[src/core/nes_pkg.sv]
// Purpose: Shared constants and types for the NAND erase/status/id/reset host controller
// Assumes: 50 MHz system clock, 8-bit NAND command bus
// Notes:   Strobe widths are conservative whole-cycle figures
package nes_pkg;
  // Clock and times
  localparam int CLK_MHZ    = 50;
  localparam int PWRUP_US   = 10;
  localparam int STROBE_NS  = 40;
  localparam int READ_NS    = 120;
  localparam int WB_NS      = 100;
  localparam int PWRUP_CYC  = PWRUP_US * CLK_MHZ;
  localparam int WR_CYC     = (STROBE_NS * CLK_MHZ + 999) / 1000;
  localparam int RD_CYC     = (READ_NS * CLK_MHZ + 999) / 1000;
  localparam int WB_CYC     = (WB_NS * CLK_MHZ + 999) / 1000;

  // Command bytes
  localparam logic [7:0] CMD_ERASE_SETUP   = 8'h60;
  localparam logic [7:0] CMD_ERASE_CONFIRM = 8'hD0;
  localparam logic [7:0] CMD_STATUS        = 8'h70;
  localparam logic [7:0] CMD_READ_ID       = 8'h90;
  localparam logic [7:0] CMD_RESET         = 8'hFF;
  localparam logic [7:0] ID_ADDR           = 8'h00;

  // Status register layout and value after reset
  localparam int         ST_FAIL_BIT   = 0;
  localparam int         ST_READY_BIT  = 6;
  localparam int         ST_NOWP_BIT   = 7;
  localparam logic [7:0] STATUS_RESET  = 8'hC0;

  // Erase block address field position
  localparam int BLK_LO_BITS = 3;

  typedef enum logic [1:0] {
    OP_ERASE  = 2'h0,
    OP_STATUS = 2'h1,
    OP_ID     = 2'h2,
    OP_RESET  = 2'h3
  } nes_op_t;

  typedef enum logic [2:0] {
    K_CMD  = 3'h0,
    K_ADDR = 3'h1,
    K_READ = 3'h2,
    K_WAIT = 3'h3,
    K_END  = 3'h4
  } nes_kind_t;

  typedef struct packed {
    nes_kind_t  kind;
    logic [7:0] data;
  } nes_item_t;

  typedef struct packed {
    logic       cle;
    logic       ale;
    logic       ce_n;
    logic       we_n;
    logic       re_n;
    logic       wp_n;
    logic       io_oe;
    logic [7:0] io_out;
  } nes_pins_t;
endpackage

[src/core/nes_host.sv]
// Purpose: Host-side sequencer that erases blocks, reads status and id, and resets a NAND device
// Assumes: Device pins are asynchronous to CLOCK; user port is synchronous to CLOCK
// Notes:   One operation at a time; status and id bytes come back on RESULT
`timescale 1ns/1ps
`default_nettype none

// Summary of operation
// - Erase sends setup 60h then exactly two block address cycles.
// - Confirm D0h only follows setup and both address cycles.
// - Status mode lasts until a new command; every operation starts with one.
// - Id read is 90h, address 00h, then maker and device bytes.
// - Hold write protect low during power-up and wait 10 us before commands.
// - While busy only status read and reset commands may be written.
module nes_host (
  // Clock and reset
  input  wire logic          CLOCK,
  input  wire logic          SYS_RST,
  // User request
  input  wire logic          CMD_VALID,
  input  wire nes_pkg::nes_op_t CMD_OP,
  input  wire logic [9:0]    CMD_BLOCK,
  input  wire logic          WP_HOLD,
  output logic               CMD_READY,
  // User answer
  output logic               RESULT_VALID,
  output logic [15:0]        RESULT,
  // NAND pins
  output logic               NAND_CLE,
  output logic               NAND_ALE,
  output logic               NAND_CE_N,
  output logic               NAND_WE_N,
  output logic               NAND_RE_N,
  output logic               NAND_WP_N,
  output logic               NAND_IO_OE,
  output logic [7:0]         NAND_IO_OUT,
  input  wire logic [7:0]    NAND_IO_IN,
  input  wire logic          NAND_RB_N
);

  typedef enum logic [3:0] {
    ST_PWRUP   = 4'h0,
    ST_IDLE    = 4'h1,
    ST_FETCH   = 4'h2,
    ST_WR_LOW  = 4'h3,
    ST_WR_HIGH = 4'h4,
    ST_RD_LOW  = 4'h5,
    ST_RD_HIGH = 4'h6,
    ST_WB      = 4'h7,
    ST_RB      = 4'h8
  } nes_state_t;

  localparam logic [8:0] PWRUP_LAST = 9'(nes_pkg::PWRUP_CYC - 1);
  localparam logic [8:0] WR_LAST    = 9'(nes_pkg::WR_CYC - 1);
  localparam logic [8:0] RD_LAST    = 9'(nes_pkg::RD_CYC - 1);
  localparam logic [8:0] WB_LAST    = 9'(nes_pkg::WB_CYC - 1);

  nes_state_t        state_q, state_d;
  nes_pkg::nes_pins_t pins_q, pins_d;
  nes_pkg::nes_op_t  op_q, op_d;
  nes_pkg::nes_item_t item;
  logic [9:0]        blk_q, blk_d;
  logic [3:0]        step_q, step_d;
  logic [8:0]        cnt_q, cnt_d;
  logic [15:0]       res_q, res_d;
  logic              ready_q, ready_d;
  logic              valid_q, valid_d;
  logic [2:0]        rb_s;
  logic              rb_q;
  logic [7:0]        io_s1, io_s2, io_s3;

  // Operation scripts; erase ends with a status read so the caller sees pass or fail
  function automatic nes_pkg::nes_item_t seq_item(input nes_pkg::nes_op_t op, input logic [3:0] step,
                                                  input logic [9:0] blk);
    nes_pkg::nes_item_t it;
    it = '{kind: nes_pkg::K_END, data: 8'h00};
    unique case (op)
      nes_pkg::OP_ERASE: begin
        unique case (step)
          4'h0:    it = '{kind: nes_pkg::K_CMD,  data: nes_pkg::CMD_ERASE_SETUP};
          4'h1:    it = '{kind: nes_pkg::K_ADDR,
                          data: {blk[nes_pkg::BLK_LO_BITS-1:0], 5'h00}};
          4'h2:    it = '{kind: nes_pkg::K_ADDR,
                          data: {1'b0, blk[9:nes_pkg::BLK_LO_BITS]}};
          4'h3:    it = '{kind: nes_pkg::K_CMD,  data: nes_pkg::CMD_ERASE_CONFIRM};
          4'h4:    it = '{kind: nes_pkg::K_WAIT, data: 8'h00};
          4'h5:    it = '{kind: nes_pkg::K_CMD,  data: nes_pkg::CMD_STATUS};
          4'h6:    it = '{kind: nes_pkg::K_READ, data: 8'h00};
          default: it = '{kind: nes_pkg::K_END,  data: 8'h00};
        endcase
      end
      nes_pkg::OP_STATUS: begin
        unique case (step)
          4'h0:    it = '{kind: nes_pkg::K_CMD,  data: nes_pkg::CMD_STATUS};
          4'h1:    it = '{kind: nes_pkg::K_READ, data: 8'h00};
          default: it = '{kind: nes_pkg::K_END,  data: 8'h00};
        endcase
      end
      nes_pkg::OP_ID: begin
        unique case (step)
          4'h0:    it = '{kind: nes_pkg::K_CMD,  data: nes_pkg::CMD_READ_ID};
          4'h1:    it = '{kind: nes_pkg::K_ADDR, data: nes_pkg::ID_ADDR};
          4'h2:    it = '{kind: nes_pkg::K_READ, data: 8'h00};
          4'h3:    it = '{kind: nes_pkg::K_READ, data: 8'h00};
          default: it = '{kind: nes_pkg::K_END,  data: 8'h00};
        endcase
      end
      nes_pkg::OP_RESET: begin
        unique case (step)
          4'h0:    it = '{kind: nes_pkg::K_CMD,  data: nes_pkg::CMD_RESET};
          4'h1:    it = '{kind: nes_pkg::K_WAIT, data: 8'h00};
          default: it = '{kind: nes_pkg::K_END,  data: 8'h00};
        endcase
      end
    endcase
    return it;
  endfunction

  // Pin synchronisers; ready/busy is open drain so it is only ever sampled here
  always_ff @(posedge CLOCK or posedge SYS_RST) begin
    if (SYS_RST) begin
      rb_s  <= 3'h0;
      rb_q  <= 1'b0;
      io_s1 <= 8'h00;
      io_s2 <= 8'h00;
      io_s3 <= 8'h00;
    end else begin
      rb_s  <= {rb_s[1:0], NAND_RB_N};
      if (rb_s[1] == rb_s[2]) begin
        rb_q <= rb_s[2];
      end
      io_s1 <= NAND_IO_IN;
      io_s2 <= io_s1;
      io_s3 <= io_s2;
    end
  end

  assign item = seq_item(op_q, step_q, blk_q);

  // Sequencer next state
  always_comb begin
    state_d = state_q;
    pins_d  = pins_q;
    op_d    = op_q;
    blk_d   = blk_q;
    step_d  = step_q;
    cnt_d   = cnt_q + 9'h001;
    res_d   = res_q;
    ready_d = ready_q;
    valid_d = 1'b0;
    unique case (state_q)
      ST_PWRUP: begin
        pins_d.wp_n = 1'b0;
        if (cnt_q == PWRUP_LAST) begin
          state_d = ST_IDLE;
          ready_d = 1'b1;
        end
      end
      ST_IDLE: begin
        pins_d.wp_n = ~WP_HOLD;
        if (CMD_VALID && ready_q) begin
          op_d        = CMD_OP;
          blk_d       = CMD_BLOCK;
          step_d      = 4'h0;
          res_d       = 16'h0000;
          ready_d     = 1'b0;
          pins_d.ce_n = 1'b0;
          state_d     = ST_FETCH;
        end
      end
      ST_FETCH: begin
        cnt_d = 9'h000;
        unique case (item.kind)
          nes_pkg::K_CMD, nes_pkg::K_ADDR: begin
            pins_d.cle    = (item.kind == nes_pkg::K_CMD);
            pins_d.ale    = (item.kind == nes_pkg::K_ADDR);
            pins_d.io_out = item.data;
            pins_d.io_oe  = 1'b1;
            pins_d.we_n   = 1'b0;
            state_d       = ST_WR_LOW;
          end
          nes_pkg::K_READ: begin
            pins_d.io_oe = 1'b0;
            pins_d.re_n  = 1'b0;
            state_d      = ST_RD_LOW;
          end
          nes_pkg::K_WAIT: begin
            state_d = ST_WB;
          end
          default: begin
            pins_d.ce_n = 1'b1;
            valid_d     = 1'b1;
            ready_d     = 1'b1;
            state_d     = ST_IDLE;
          end
        endcase
      end
      ST_WR_LOW: begin
        if (cnt_q == WR_LAST) begin
          pins_d.we_n = 1'b1;
          cnt_d       = 9'h000;
          state_d     = ST_WR_HIGH;
        end
      end
      ST_WR_HIGH, ST_RD_HIGH: begin
        // Latch controls and data held through the high phase for hold time
        if (cnt_q == WR_LAST) begin
          pins_d.cle   = 1'b0;
          pins_d.ale   = 1'b0;
          pins_d.io_oe = 1'b0;
          step_d       = step_q + 4'h1;
          state_d      = ST_FETCH;
        end
      end
      ST_RD_LOW: begin
        // Sampled late in the strobe so the three-stage data path has settled
        if (cnt_q == RD_LAST) begin
          res_d       = {res_q[7:0], io_s3};
          pins_d.re_n = 1'b1;
          cnt_d       = 9'h000;
          state_d     = ST_RD_HIGH;
        end
      end
      ST_WB: begin
        // Busy may take a while to fall; waiting avoids reading a stale ready
        if (cnt_q == WB_LAST) begin
          state_d = ST_RB;
        end
      end
      ST_RB: begin
        if (rb_q) begin
          step_d  = step_q + 4'h1;
          state_d = ST_FETCH;
        end
      end
    endcase
  end

  // Sequencer registers
  always_ff @(posedge CLOCK or posedge SYS_RST) begin
    if (SYS_RST) begin
      state_q <= ST_PWRUP;
      pins_q  <= '{cle: 1'b0, ale: 1'b0, ce_n: 1'b1, we_n: 1'b1, re_n: 1'b1,
                   wp_n: 1'b0, io_oe: 1'b0, io_out: 8'h00};
      op_q    <= nes_pkg::OP_STATUS;
      blk_q   <= 10'h000;
      step_q  <= 4'h0;
      cnt_q   <= 9'h000;
      res_q   <= 16'h0000;
      ready_q <= 1'b0;
      valid_q <= 1'b0;
    end else begin
      state_q <= state_d;
      pins_q  <= pins_d;
      op_q    <= op_d;
      blk_q   <= blk_d;
      step_q  <= step_d;
      cnt_q   <= cnt_d;
      res_q   <= res_d;
      ready_q <= ready_d;
      valid_q <= valid_d;
    end
  end

  // Outputs straight from registers
  assign CMD_READY    = ready_q;
  assign RESULT_VALID = valid_q;
  assign RESULT       = res_q;
  assign NAND_CLE     = pins_q.cle;
  assign NAND_ALE     = pins_q.ale;
  assign NAND_CE_N    = pins_q.ce_n;
  assign NAND_WE_N    = pins_q.we_n;
  assign NAND_RE_N    = pins_q.re_n;
  assign NAND_WP_N    = pins_q.wp_n;
  assign NAND_IO_OE   = pins_q.io_oe;
  assign NAND_IO_OUT  = pins_q.io_out;

  // Checking helpers: last latched command, address count, time since reset
  logic       latch_q;
  logic [7:0] last_cmd_q;
  logic [2:0] addr_cnt_q;
  logic [9:0] since_rst_q;
  assign latch_q = ~pins_q.we_n & pins_d.we_n;
  always_ff @(posedge CLOCK or posedge SYS_RST) begin
    if (SYS_RST) begin
      last_cmd_q  <= 8'h00;
      addr_cnt_q  <= 3'h0;
      since_rst_q <= 10'h000;
    end else begin
      if (since_rst_q != 10'h3FF) begin
        since_rst_q <= since_rst_q + 10'h001;
      end
      if (latch_q && pins_q.cle) begin
        last_cmd_q <= pins_q.io_out;
        addr_cnt_q <= 3'h0;
      end else if (latch_q && pins_q.ale) begin
        addr_cnt_q <= addr_cnt_q + 3'h1;
      end
    end
  end

  chk_wp_powerup: assert property (@(posedge CLOCK) disable iff (SYS_RST)
    (state_q == ST_PWRUP) |-> !NAND_WP_N) else $error("write protect released during power-up");
  chk_pwrup_wait: assert property (@(posedge CLOCK) disable iff (SYS_RST)
    !NAND_WE_N |-> (since_rst_q > 10'(nes_pkg::PWRUP_CYC))) else $error("command before power-up wait");
  chk_latch_excl: assert property (@(posedge CLOCK) disable iff (SYS_RST)
    !(NAND_CLE && NAND_ALE)) else $error("command and address latch both high");
  chk_we_width: assert property (@(posedge CLOCK) disable iff (SYS_RST)
    $fell(NAND_WE_N) |-> !NAND_WE_N [*2] ##1 NAND_WE_N) else $error("write strobe width wrong");
  chk_erase_pair: assert property (@(posedge CLOCK) disable iff (SYS_RST)
    (latch_q && pins_q.cle && pins_q.io_out == nes_pkg::CMD_ERASE_CONFIRM)
    |-> (last_cmd_q == nes_pkg::CMD_ERASE_SETUP && addr_cnt_q == 3'h2)) else $error("confirm out of order");
  chk_erase_addr: assert property (@(posedge CLOCK) disable iff (SYS_RST)
    (latch_q && pins_q.ale && last_cmd_q == nes_pkg::CMD_ERASE_SETUP)
    |-> (addr_cnt_q < 3'h2 && (addr_cnt_q != 3'h0 || pins_q.io_out[4:0] == 5'h00)))
    else $error("bad erase address cycle");
  chk_id_addr: assert property (@(posedge CLOCK) disable iff (SYS_RST)
    (latch_q && pins_q.ale && last_cmd_q == nes_pkg::CMD_READ_ID)
    |-> (addr_cnt_q == 3'h0 && pins_q.io_out == nes_pkg::ID_ADDR)) else $error("bad id address");
  chk_busy_cmds: assert property (@(posedge CLOCK) disable iff (SYS_RST)
    (!rb_q && $fell(NAND_WE_N) && NAND_CLE)
    |-> (NAND_IO_OUT == nes_pkg::CMD_STATUS || NAND_IO_OUT == nes_pkg::CMD_RESET))
    else $error("command written while busy");
  chk_result_ready: assert property (@(posedge CLOCK) disable iff (SYS_RST)
    RESULT_VALID |-> (CMD_READY && NAND_CE_N) ##1 !RESULT_VALID) else $error("result pulse malformed");

endmodule

`default_nettype wire

[config.mk]
export PLATFORM = sky130hd
export DESIGN_NAME = nes_host
export DESIGN_NICKNAME = d
export VERILOG_FILES = /design/src/core/nes_pkg.sv /design/src/core/nes_host.sv
export SDC_FILE = /design/constraint.sdc
export NUM_CORES = 1
export LEC_CHECK = 0
export ABC_CLOCK_PERIOD_IN_PS = 2700
export BUFFER_PORTS_ARGS = -buffer_cell sky130_fd_sc_hd__buf_2
export CAP_MARGIN = 20
export CORE_UTILIZATION = 35
export CTS_BUF_LIST = sky130_fd_sc_hd__clkbuf_4
export CTS_CLUSTER_DIAMETER = 50
export CTS_CLUSTER_SIZE = 8
export DETAILED_ROUTE_END_ITERATION = 12
export GPL_ROUTABILITY_DRIVEN = 0
export GPL_TIMING_DRIVEN = 0
export PLACE_DENSITY = 0.66
export RECOVER_POWER = 100
export SETUP_SLACK_MARGIN = 0.5
export SLEW_MARGIN = 5
export SYNTH_ARGS = -nofsm -noshare
export SYNTH_HDL_FRONTEND = slang
export SYNTH_SLANG_ARGS = --single-unit
export TNS_END_PERCENT = 20
[constraint.sdc]
create_clock -name CLOCK -period 2.7 [get_ports CLOCK]
set_input_delay 0.54 -clock CLOCK [delete_from_list [all_inputs] [get_ports CLOCK]]
set_output_delay 0.54 -clock CLOCK [all_outputs]
set_load 0.02 [all_outputs]
# Yosys cells after proc, flatten, opt, wreduce, memory -nomap -nowiden
# Index checks and enable logic that the tools add are counted.
# totals
register_bits	90
input_bits	25
# classes
add_sub_neg	2
n_eq_ne	36
muxes	44
bitwise_logic	1
n_reduce_logical	28
# ops
operator	count
case mux 11 bit (7 select lines)	1
case mux 11 bit (2 select lines)	2
case mux 11 bit (4 select lines)	1
2-to-1 mux 4 bit	10
case mux 11 bit (3 select lines)	1
2-to-1 mux 16 bit	2
case mux 16 bit (2 select lines)	1
case mux 4 bit (8 select lines)	1
== test 4 x 3 -> 1 bit (second input constant)	7
case mux 9 bit (3 select lines)	1
== test 9 x 3 -> 1 bit (second input constant)	2
2-to-1 mux 9 bit	2
AND reduction 3 bit	6
== test 4 x 2 -> 1 bit (second input constant)	4
!= test 2 bit (second input constant)	8
case mux 1 bit (2 select lines)	6
case mux 4 bit (3 select lines)	1
nonzero test 2 bit	6
2-to-1 mux 1 bit	10
adder 9 x 1 -> 9 bit (second input constant)	1
== test 9 x 1 -> 1 bit (second input constant)	1
== test 9 bit (second input constant)	1
case mux 3 bit (3 select lines)	1
== test 4 x 1 -> 1 bit (second input constant)	2
23 further kinds	33

# Logic depth before layout (Yosys ltp)
# Gate-level depths: netlist of run 1.
# logic_depth
ltp_word	8
ltp_mapped	9
mapped_depth_nobuf	7

# Worst setup path before layout of run 1
# OpenSTA, ideal clock, no wires.
# synth_timing
path_type	register -> register
from	reg step_q[0]
to	reg pins_q (netlist bit NAND_CLE)
setup_ns	0.126
arrival_time_ns	2.215
setup_slack_ns	0.360
stages_incl_launch_ff	10
path_buffers	2
period_less_slack_ns	2.340
path_cell_list	dfrtp_1 inv_1 ha_1 buf_6 or2_4 a211o_1 a221oi_2 nor3_2 buf_6 a221o_1
# synth_between
elab_chain_len	8
elab_cells_between_ends	20
classes_between	8 x eq/ne; 7 x mux; 5 x reduce/logical
# synth_lines
element	line	text
from (decl)	nes_host.sv:62	logic [3:0] step_q, step_d;
from (signal assigned)	nes_host.sv:256	step_q <= step_d;
== test 4 x 2 -> 1 bit	nes_host.sv:78, nes_host.sv:99	
OR reduction 2 bit (no source line)	-	
case mux 11 bit (3 select lines)	nes_host.sv:99	unique case (step)
case mux 11 bit (4 select lines) (*)	nes_host.sv:76	unique case (op)
== test 3 x 1 -> 1 bit or logical NOT 3 bit (tied branches)	nes_host.sv:172, nes_host.sv:174	
OR reduction 2 bit	nes_host.sv:172	unique case (item.kind)
!= test 2 x 1 -> 1 bit (no source line)	-	
AND reduction 3 bit (no source line)	-	
to (signal assigned)	nes_host.sv:242	pins_q <= '{cle: 1'b0, ale: 1'b0, ce_n: 1'b1, we_n: 1'b1, re_n: 1'b1,
to (signal assigned)	nes_host.sv:253	pins_q <= pins_d;
to (decl)	nes_host.sv:58	nes_pkg::nes_pins_t pins_q, pins_d;
# Every way passes the cells marked *; elsewhere a longest branch is shown, timed or not. The select of a mux whose other input is x is not followed.
# A chain may end at the register's enable or synchronous reset.

# Final worst setup path of run 1
# layout_timing
from	reg step_q[0]
to	reg pins_q (netlist bit NAND_IO_OUT[6])
# layout_between
elab_chain_len	7
elab_cells_between_ends	17
classes_between	7 x eq/ne; 5 x mux; 5 x reduce/logical
# layout_lines
element	line
== test 4 x 2 -> 1 bit	nes_host.sv:78, nes_host.sv:99
OR reduction 2 bit (no source line)	-
case mux 11 bit (3 select lines)	nes_host.sv:99
case mux 11 bit (4 select lines) (*)	nes_host.sv:76
== test 3 x 1 -> 1 bit or logical NOT 3 bit (tied branches)	nes_host.sv:172
OR reduction 2 bit	nes_host.sv:172
AND reduction 2 bit (no source line)	-
# Every way passes the cells marked *; elsewhere a longest branch is shown, timed or not.

==> run_results.csv, run 1 <==
group,metric,value,unit
routing,drt-initial-drc-count,125,
clock_network,htreeDepth,3,
logic_synthesis,synth_mux_area_frac,0.06304,
cells_and_area,area_delta_synth_final,20.10,%
power_and_ir_drop,p_leak,2.027,nW
logic_synthesis,ys_ff_latch,90,
cells_and_area,seqCellArea,2257,sq um
routing,met1_length,3.729,mm
logic_synthesis,syn_avg_cell_area,10.86,sq um
critical_path,r2r-start,"step_q[0]$_DFFE_PP0P_",
sta,post-route-period-util,0.9195,
sta,fin_ws,0.2173,ns
routing,top_layer,"met4",
global_route,globalRouteOverflowTotal,0,
clock_network,cts_root_buf,"clkbuf_4",
routing,wl_met2,4.301,mm
routing,via_count,2942,
logic_synthesis,synthTopCellsByArea,"dfrtp_1 55%, mux2_2 5.8%, nand2_1 5.4%",
die,io_pins,58,
clock_network,clockBufferDepth,2,
critical_path,crit_arrival,2.83,ns
power_and_ir_drop,power_density,1053,nW/um^2
critical_path,reg2reg_slack,0.22,ns
die,die_w,107.7,um
logic_synthesis,syn-cell-area,3910,sq um
logic_synthesis,synth_fa_ha_area_frac,0.02496,
logic_synthesis,syn_inst,360,
clock_network,cts_sinks,90,
sta,skew,0.02165,ns
sta,finalCriticalPeriod,2.483,ns
logic_synthesis,synthSimpleGateAreaFrac,0.1706,
routing,wl_per_cell,14.41,um
logic_synthesis,synth_top_family_by_area,"simple AND/OR/NAND/NOR gates",
status,outcome,"finished clean",
die,start_util,0.3607,
cells_and_area,final_nets,482,
logic_synthesis,synth_top_area_frac,0.5504,
sta,max_slew_margin,0.3878,
global_route,gr-usage-all-layers,0.1571,
critical_path,critPathLaunchType,"register",
clock_network,cts_tree,"done",
sta,fmax,402.8,MHz
die,placementRows,38,
placement,dpl.hpwl,5.787,mm
logic_synthesis,yosys_warnings,0,
cells_and_area,multiInputGateArea,1594,sq um
logic_synthesis,synthXorXnorAreaFrac,0.01792,
routing,ant_nets,0,
critical_path,critPathKind,"register to register",
job,drv_cap,0,
placement,io_buffers,57,
clock_network,holdBufCountCts,0,
routing,routed_wl,8.572,mm
cells_and_area,antenna_cells,0,
routing,viasPerCell,4.945,
logic_synthesis,synth_flop_cell,"dfrtp_1",
global_route,grt_pass1_vias,2750,
sta,drv_slew,0,
cells_and_area,drive_gt1_frac,0.2396,
logic_synthesis,ys_types,60,
critical_path,crit_fanout,6,
logic_synthesis,async_reset_ff_frac,1.000,
sta,finalHoldViolations,0,
sta,finalSetupViolCount,0,
critical_path,critPathRequiredTime,3.04,ns
clock_network,insertion_delay,0.44,ns
routing,wl_met3,427,um
worst_hold_path,min_path_type,"input port to asynchronous set/reset pin",
critical_path,end_kind,"register",
placement,pre_cts_ws,0.1454,ns
clock_network,clk_pin_slew,0.14,ns
cells_and_area,n_fill_cell,1099,
logic_synthesis,synth_edf_count,0,
logic_synthesis,yosys.area.top_type,"dfrtp_1",
logic_synthesis,syn-num-nets,392,
routing,route.detailed.drc,0,
clock_network,cts_buffers,9,
sta,worst_slew_pin_slew,0.9183,ns
die,dieArea,11600,sq um
die,die_h,107.7,um
die,placeableCoreArea,10840,sq um
critical_path,reg2reg_depth,10,
critical_path,r2r-end,"NAND_IO_OUT[6]$_DFFE_PP0P_",
logic_synthesis,synth_compound_area_frac,0.1091,
logic_synthesis,synth_seq_area_share,0.5773,
routing,drt_first_pass_iters,4,
critical_path,worstSetupStartpoint,"step_q[0]$_DFFE_PP0P_",
global_route,antenna_found_initial,0,
global_route,grt_pass1_wl,13.86,mm
sta,rsz0062_at_grt,"true",
sta,setup-tns-final,0,ns
global_route,grt_max_degree,41,
power_and_ir_drop,peakVddDrop,0.5383,mV
cells in the mapped netlist, types with 3 or more instances:
cell	count
a21oi_1	13
dfstp_2	4
dfrtp_1	86
buf_6	3
buf_2	5
ha_1	7
nand2b_1	4
mux2_2	20
nor4_1	3
nand2_1	56
nor2b_1	3
and2_1	3
o21ai_0	28
clkbuf_1	7
nor2_1	26
xnor2_1	7
nand3_1	9
nor3_1	6
nand4_1	4
inv_1	13
cell usage in the layout, fill, tap and decap left out, types with 6 or more instances in the layout:
master | Yosys | routed
buf_4 | 1 | 16
xnor2_1 | 7 | 7
nand3_1 | 9 | 9
buf_2 | 5 | 27
nor3_1 | 6 | 6
clkbuf_1 | 7 | 43
a21oi_1 | 13 | 14
dfrtp_1 | 86 | 86
mux2_2 | 20 | 20
clkbuf_4 | 0 | 14
nand2_1 | 56 | 56
nor2_1 | 26 | 24
inv_1 | 13 | 10
o21ai_0 | 28 | 28
layer usage:
| metal | vias to the layer above | GRT usage |
|---|---|---|
| li1 | 1429 | - |
| met1 | 1424 | 0.2049 |
| met3 | 14 | 0.04843 |
| met4 | 0 | 0.04599 |
| met5 | - | 0 |
| met2 | 75 | 0.2500 |
final cells by class:
class / count / area share
plain buffers: 17 / 0.01865
clock buffers: 11 / 0.01759
clock inverters: 5 / 0.006395
inverters: 13 / 0.01066
multi-input cells: 240 / 0.3395
flip-flops and latches: 90 / 0.4807
well taps: 140 / 0.03730
repair buffers: 79 / 0.08926
sequential cells by signal, summed over array words and instances, names as in the netlist:
name	count
cnt_q	9
NAND_CLE	1
state_q	4
step_q	4
CMD_READY	1
blk_q	10
op_q	2
RESULT_VALID	1
NAND_CE_N	1
io_s3	8
NAND_RE_N	1
NAND_WP_N	1
NAND_IO_OUT	8
io_s1	8
NAND_IO_OE	1
RESULT	16
NAND_ALE	1
rb_q	1
io_s2	8
NAND_WE_N	1
rb_s	3
where the power goes:
group	switching (mW)	total (mW)	internal (mW)
logic	1.31	2.35	1.04
registers	0.243	1.94	1.70
clock network	0.443	0.652	0.208
kinds of logic (layout without fill, tap and decap cells):
logic type / count (synthesis) / in the layout
simple gates: 135 / 135
flops: 90 / 90
compound gates: 67 / 67
buf+inv: 30 / 125
mux: 22 / 22
fa+ha+maj: 8 / 8
xor+xnor: 8 / 8
critical path: stages, from the launching register on:
cell and delay, ns:
dfrtp_1 0.49, inv_2 0.09, ha_4 0.16, clkbuf_1 0.11, or2_4 0.24, a211o_1 0.28
a221oi_4 0.35, nor3_4 0.07, buf_6 0.14, clkbuf_1 0.13, mux2_4 0.31
metrics by stage:
stage / util / instance area [sq um] / instances / hold WS, ns / power, mW
floorplan: - / 3914 / 360 / 0.3312 / 3.449
global placement: 0.4035 / 4374 / 557 / 0.3320 / 3.937
detailed placement: 0.4072 / 4414 / 559 / 0.3347 / 4.002
CTS: 0.4276 / 4636 / 585 / 0.06527 / 4.833
global route: 0.4332 / 4696 / 595 / 0.1559 / 5.293
finish: 0.4332 / 4696 / 595 / 0.1968 / 4.945
worst max path at each step:
stage / cells after the start / endpoint
floorplan: 9 / NAND_CLE$_DFFE_PP0P_
global placement: 9 / NAND_CLE$_DFFE_PP0P_
detailed placement: 9 / NAND_CLE$_DFFE_PP0P_
CTS: 10 / NAND_IO_OUT[1]$_DFFE_PP0P_
global route: 10 / NAND_IO_OUT[6]$_DFFE_PP0P_
finish: 10 / NAND_IO_OUT[6]$_DFFE_PP0P_
what timing repair did:
action	in CTS	in global routing
hold endpoints to repair	0	0
resized for setup	9	21
pin swaps	4	12
setup buffers	10	10
setup endpoints to repair	18	50
Power figures use the tool's default switching activity.
==> inputs of run 2 (changes only) <==
==> constraint.sdc (replaced) <==
create_clock -name CLOCK -period 2.7 [get_ports CLOCK]
set_input_delay 0.135 -clock CLOCK [delete_from_list [all_inputs] [get_ports CLOCK]]
set_output_delay 0.135 -clock CLOCK [all_outputs]
set_load 0.02 [all_outputs]
==> run_results.csv, run 2 (synthesis gave the netlist of run 1 again) <==
group,metric,value,unit
cells_and_area,final_nets,505,
routing,wl_per_cell,14.29,um
routing,routed_wl,8.831,mm
die,die_h,107.7,um
critical_path,r2r-start,"step_q[0]$_DFFE_PP0P_",
critical_path,cpLargestDelayFamily,"compound AO/OA/AOI/OAI gates",
cells_and_area,area_delta_synth_final,25.63,%
global_route,grt_pass1_wl,14.37,mm
critical_path,worstSetupStartpoint,"step_q[0]$_DFFE_PP0P_",
die,start_util,0.3607,
cells_and_area,fin_cells,618,
power_and_ir_drop,peakVddDrop,0.5326,mV
sta,finalCriticalPeriod,2.465,ns
cells_and_area,design_area,4912,sq um
critical_path,r2r-end,"NAND_IO_OUT[6]$_DFFE_PP0P_",
sta,fmax,405.6,MHz
placement,dpl_cell_area,4414,sq um
clock_network,cts_sinks,90,
routing,viasPerCell,4.955,
global_route,grt_max_degree,41,
critical_path,crit_fanout,6,
cells_and_area,layout_common_cells,"86 x dfrtp_1, 56 x nand2_1, 44 x clkbuf_1",
critical_path,crit_buf_inv,4,
critical_path,critPathRequiredTime,3.04,ns
sta,max_slew_margin,0.4512,
sta,drv_slew,0,
routing,drt_first_pass_iters,8,
sta,worst_slew_pin_slew,0.8232,ns
clock_network,cts_root_buf,"clkbuf_4",
critical_path,crit_arrival,2.81,ns
global_route,antenna_found_initial,0,
clock_network,insertion_delay,0.44,ns
clock_network,cts_tree,"done",
die,io_pins,58,
cells_and_area,layout_commonest_cell,"dfrtp_1",
critical_path,reg2reg_depth,10,
sta,finalSetupViolCount,0,
die,die_w,107.7,um
power_and_ir_drop,power_density,1012,nW/um^2
placement,dpl.hpwl,5.787,mm
job,drv_cap,0,
clock_network,clockBufferDepth,2,
die,dieArea,11600,sq um
cells_and_area,antenna_cells,0,
critical_path,critical_path.max_stage_delay,0.49,ns
sta,post-route-period-util,0.9131,
placement,dp.cells,559,
global_route,gr-usage-all-layers,0.1626,
global_route,globalRouteOverflowTotal,0,
critical_path,cpMostUsedCell,"clkbuf_1",
cells_and_area,largest_reg_flops,16,
placement,io_buffers,57,
sta,skew,0.02251,ns
critical_path,reg2reg_slack,0.23,ns
critical_path,end_kind,"register",
cells_and_area,final_util,0.4531,
critical_path,crit_slowest_cell,"dfrtp_1",
sta,setup-tns-final,0,ns
routing,ant_nets,0,
critical_path,critPathKind,"register to register",
critical_path,critPathLaunchType,"register",
routing,route.detailed.drc,0,
routing,drt-initial-drc-count,114,
critical_path,crit_cells,10,
critical_path,path_cells,"inv_2 > ha_4 > clkbuf_1 > or2_4 > a211o_1 > a221oi_4 > nor3_4 > buf_6 > clkbuf_1 > mux2_4",
sta,finalHoldViolations,0,
clock_network,htreeDepth,3,
cells_and_area,drive_gt1_frac,0.2259,
die,placementRows,38,
worst_hold_path,min_path_type,"input port to register",
clock_network,clk_pin_slew,0.14,ns
critical_path,worstSetupEndpoint,"NAND_IO_OUT[6]$_DFFE_PP0P_",
status,outcome,"finished clean",
sta,rsz0062_at_grt,"true",
routing,via_count,3062,
clock_network,cts_buffers,9,
power_and_ir_drop,p_leak,2.116,nW
global_route,grt_pass1_vias,2908,
die,placeableCoreArea,10840,sq um
-- run 2: changes by cell type in the layout (fill, tap and decap cells not counted) --
| cell | delta |
|---|---|
| clkbuf_1 | +1 |
| buf_12 | -1 |
| dlygate4sd3_1 | +23 |
| clkbuf_4 | +1 |
| buf_2 | -1 |
-- run 2: layout make-up --
cell class	instances	area (sq um)
plain buffers	17	87.58
clock buffers	11	82.58
clock inverters	5	30.03
fillers	1083	5928
inverters	13	50.05
multi-input cells	240	1594
flip-flops and latches	90	2257
well taps	140	175.2
repair buffers	102	635.6
-- run 2: what timing repair did --
action / 4_1_cts / 5_1_grt
hold buffers: 23 / 0
gates resized for setup: 9 / 21
pin swaps: 4 / 12
buffers inserted: 10 / 10
hold endpoints to repair: 40 / 0
endpoints found under the setup margin: 18 / 50
-- run 2: worst register-to-register path: cells and delay by family (launching register included) --
family                     cells  cell delay, ns
adders and majority gates      1            0.16
DFF                            1            0.49
AOI/OAI and AO/OA              2            0.63
muxes                          1            0.30
buffers and inverters          4            0.47
and+or+nand+nor                2            0.31
-- run 2: power breakdown --
part	internal [mW]	switching [mW]
Combinational	1.06	1.32
Clock	0.209	0.442
Sequential	1.70	0.245
Total	2.97	2.00
-- run 2: metrics by stage --
step / power (mW) / hold slack (ns) / setup WS (ns)
3_5_place_dp: 4.002 / 0.1687 / 0.1454
4_1_cts: 4.858 / 0.1938 / 0.3109
3_3_place_gp: 3.937 / 0.2426 / 0.1906
2_1_floorplan: 3.449 / 0.1664 / 0.3595
5_1_grt: 5.319 / 0.2121 / 0.1502
6_report: 4.969 / 0.2241 / 0.2346
-- run 2: worst min-delay path by stage --
| stage | from | to | cells past startpoint |
|---|---|---|---|
| finish | CMD_VALID | step_q[0]$_DFFE_PP0P_ | 5 |
| global route | CMD_VALID | step_q[0]$_DFFE_PP0P_ | 5 |
| CTS | CMD_VALID | step_q[0]$_DFFE_PP0P_ | 5 |
| detailed placement | SYS_RST | NAND_IO_OUT[0]$_DFFE_PP0P_ | 2 |
| global placement | NAND_IO_IN[7] | io_s1[7]$_DFF_PP0_ | 1 |
| floorplan | NAND_IO_IN[0] | io_s1[0]$_DFF_PP0_ | 0 |
-- run 2: layer usage --
metal  GRT usage  wire, um  vias to the layer above
met3     0.04782       483                       18
li1            -         -                     1470
met2      0.2614      4382                      105
met4     0.05871       186                        0
met5           0         0                        -
met1      0.2068      3779                     1469
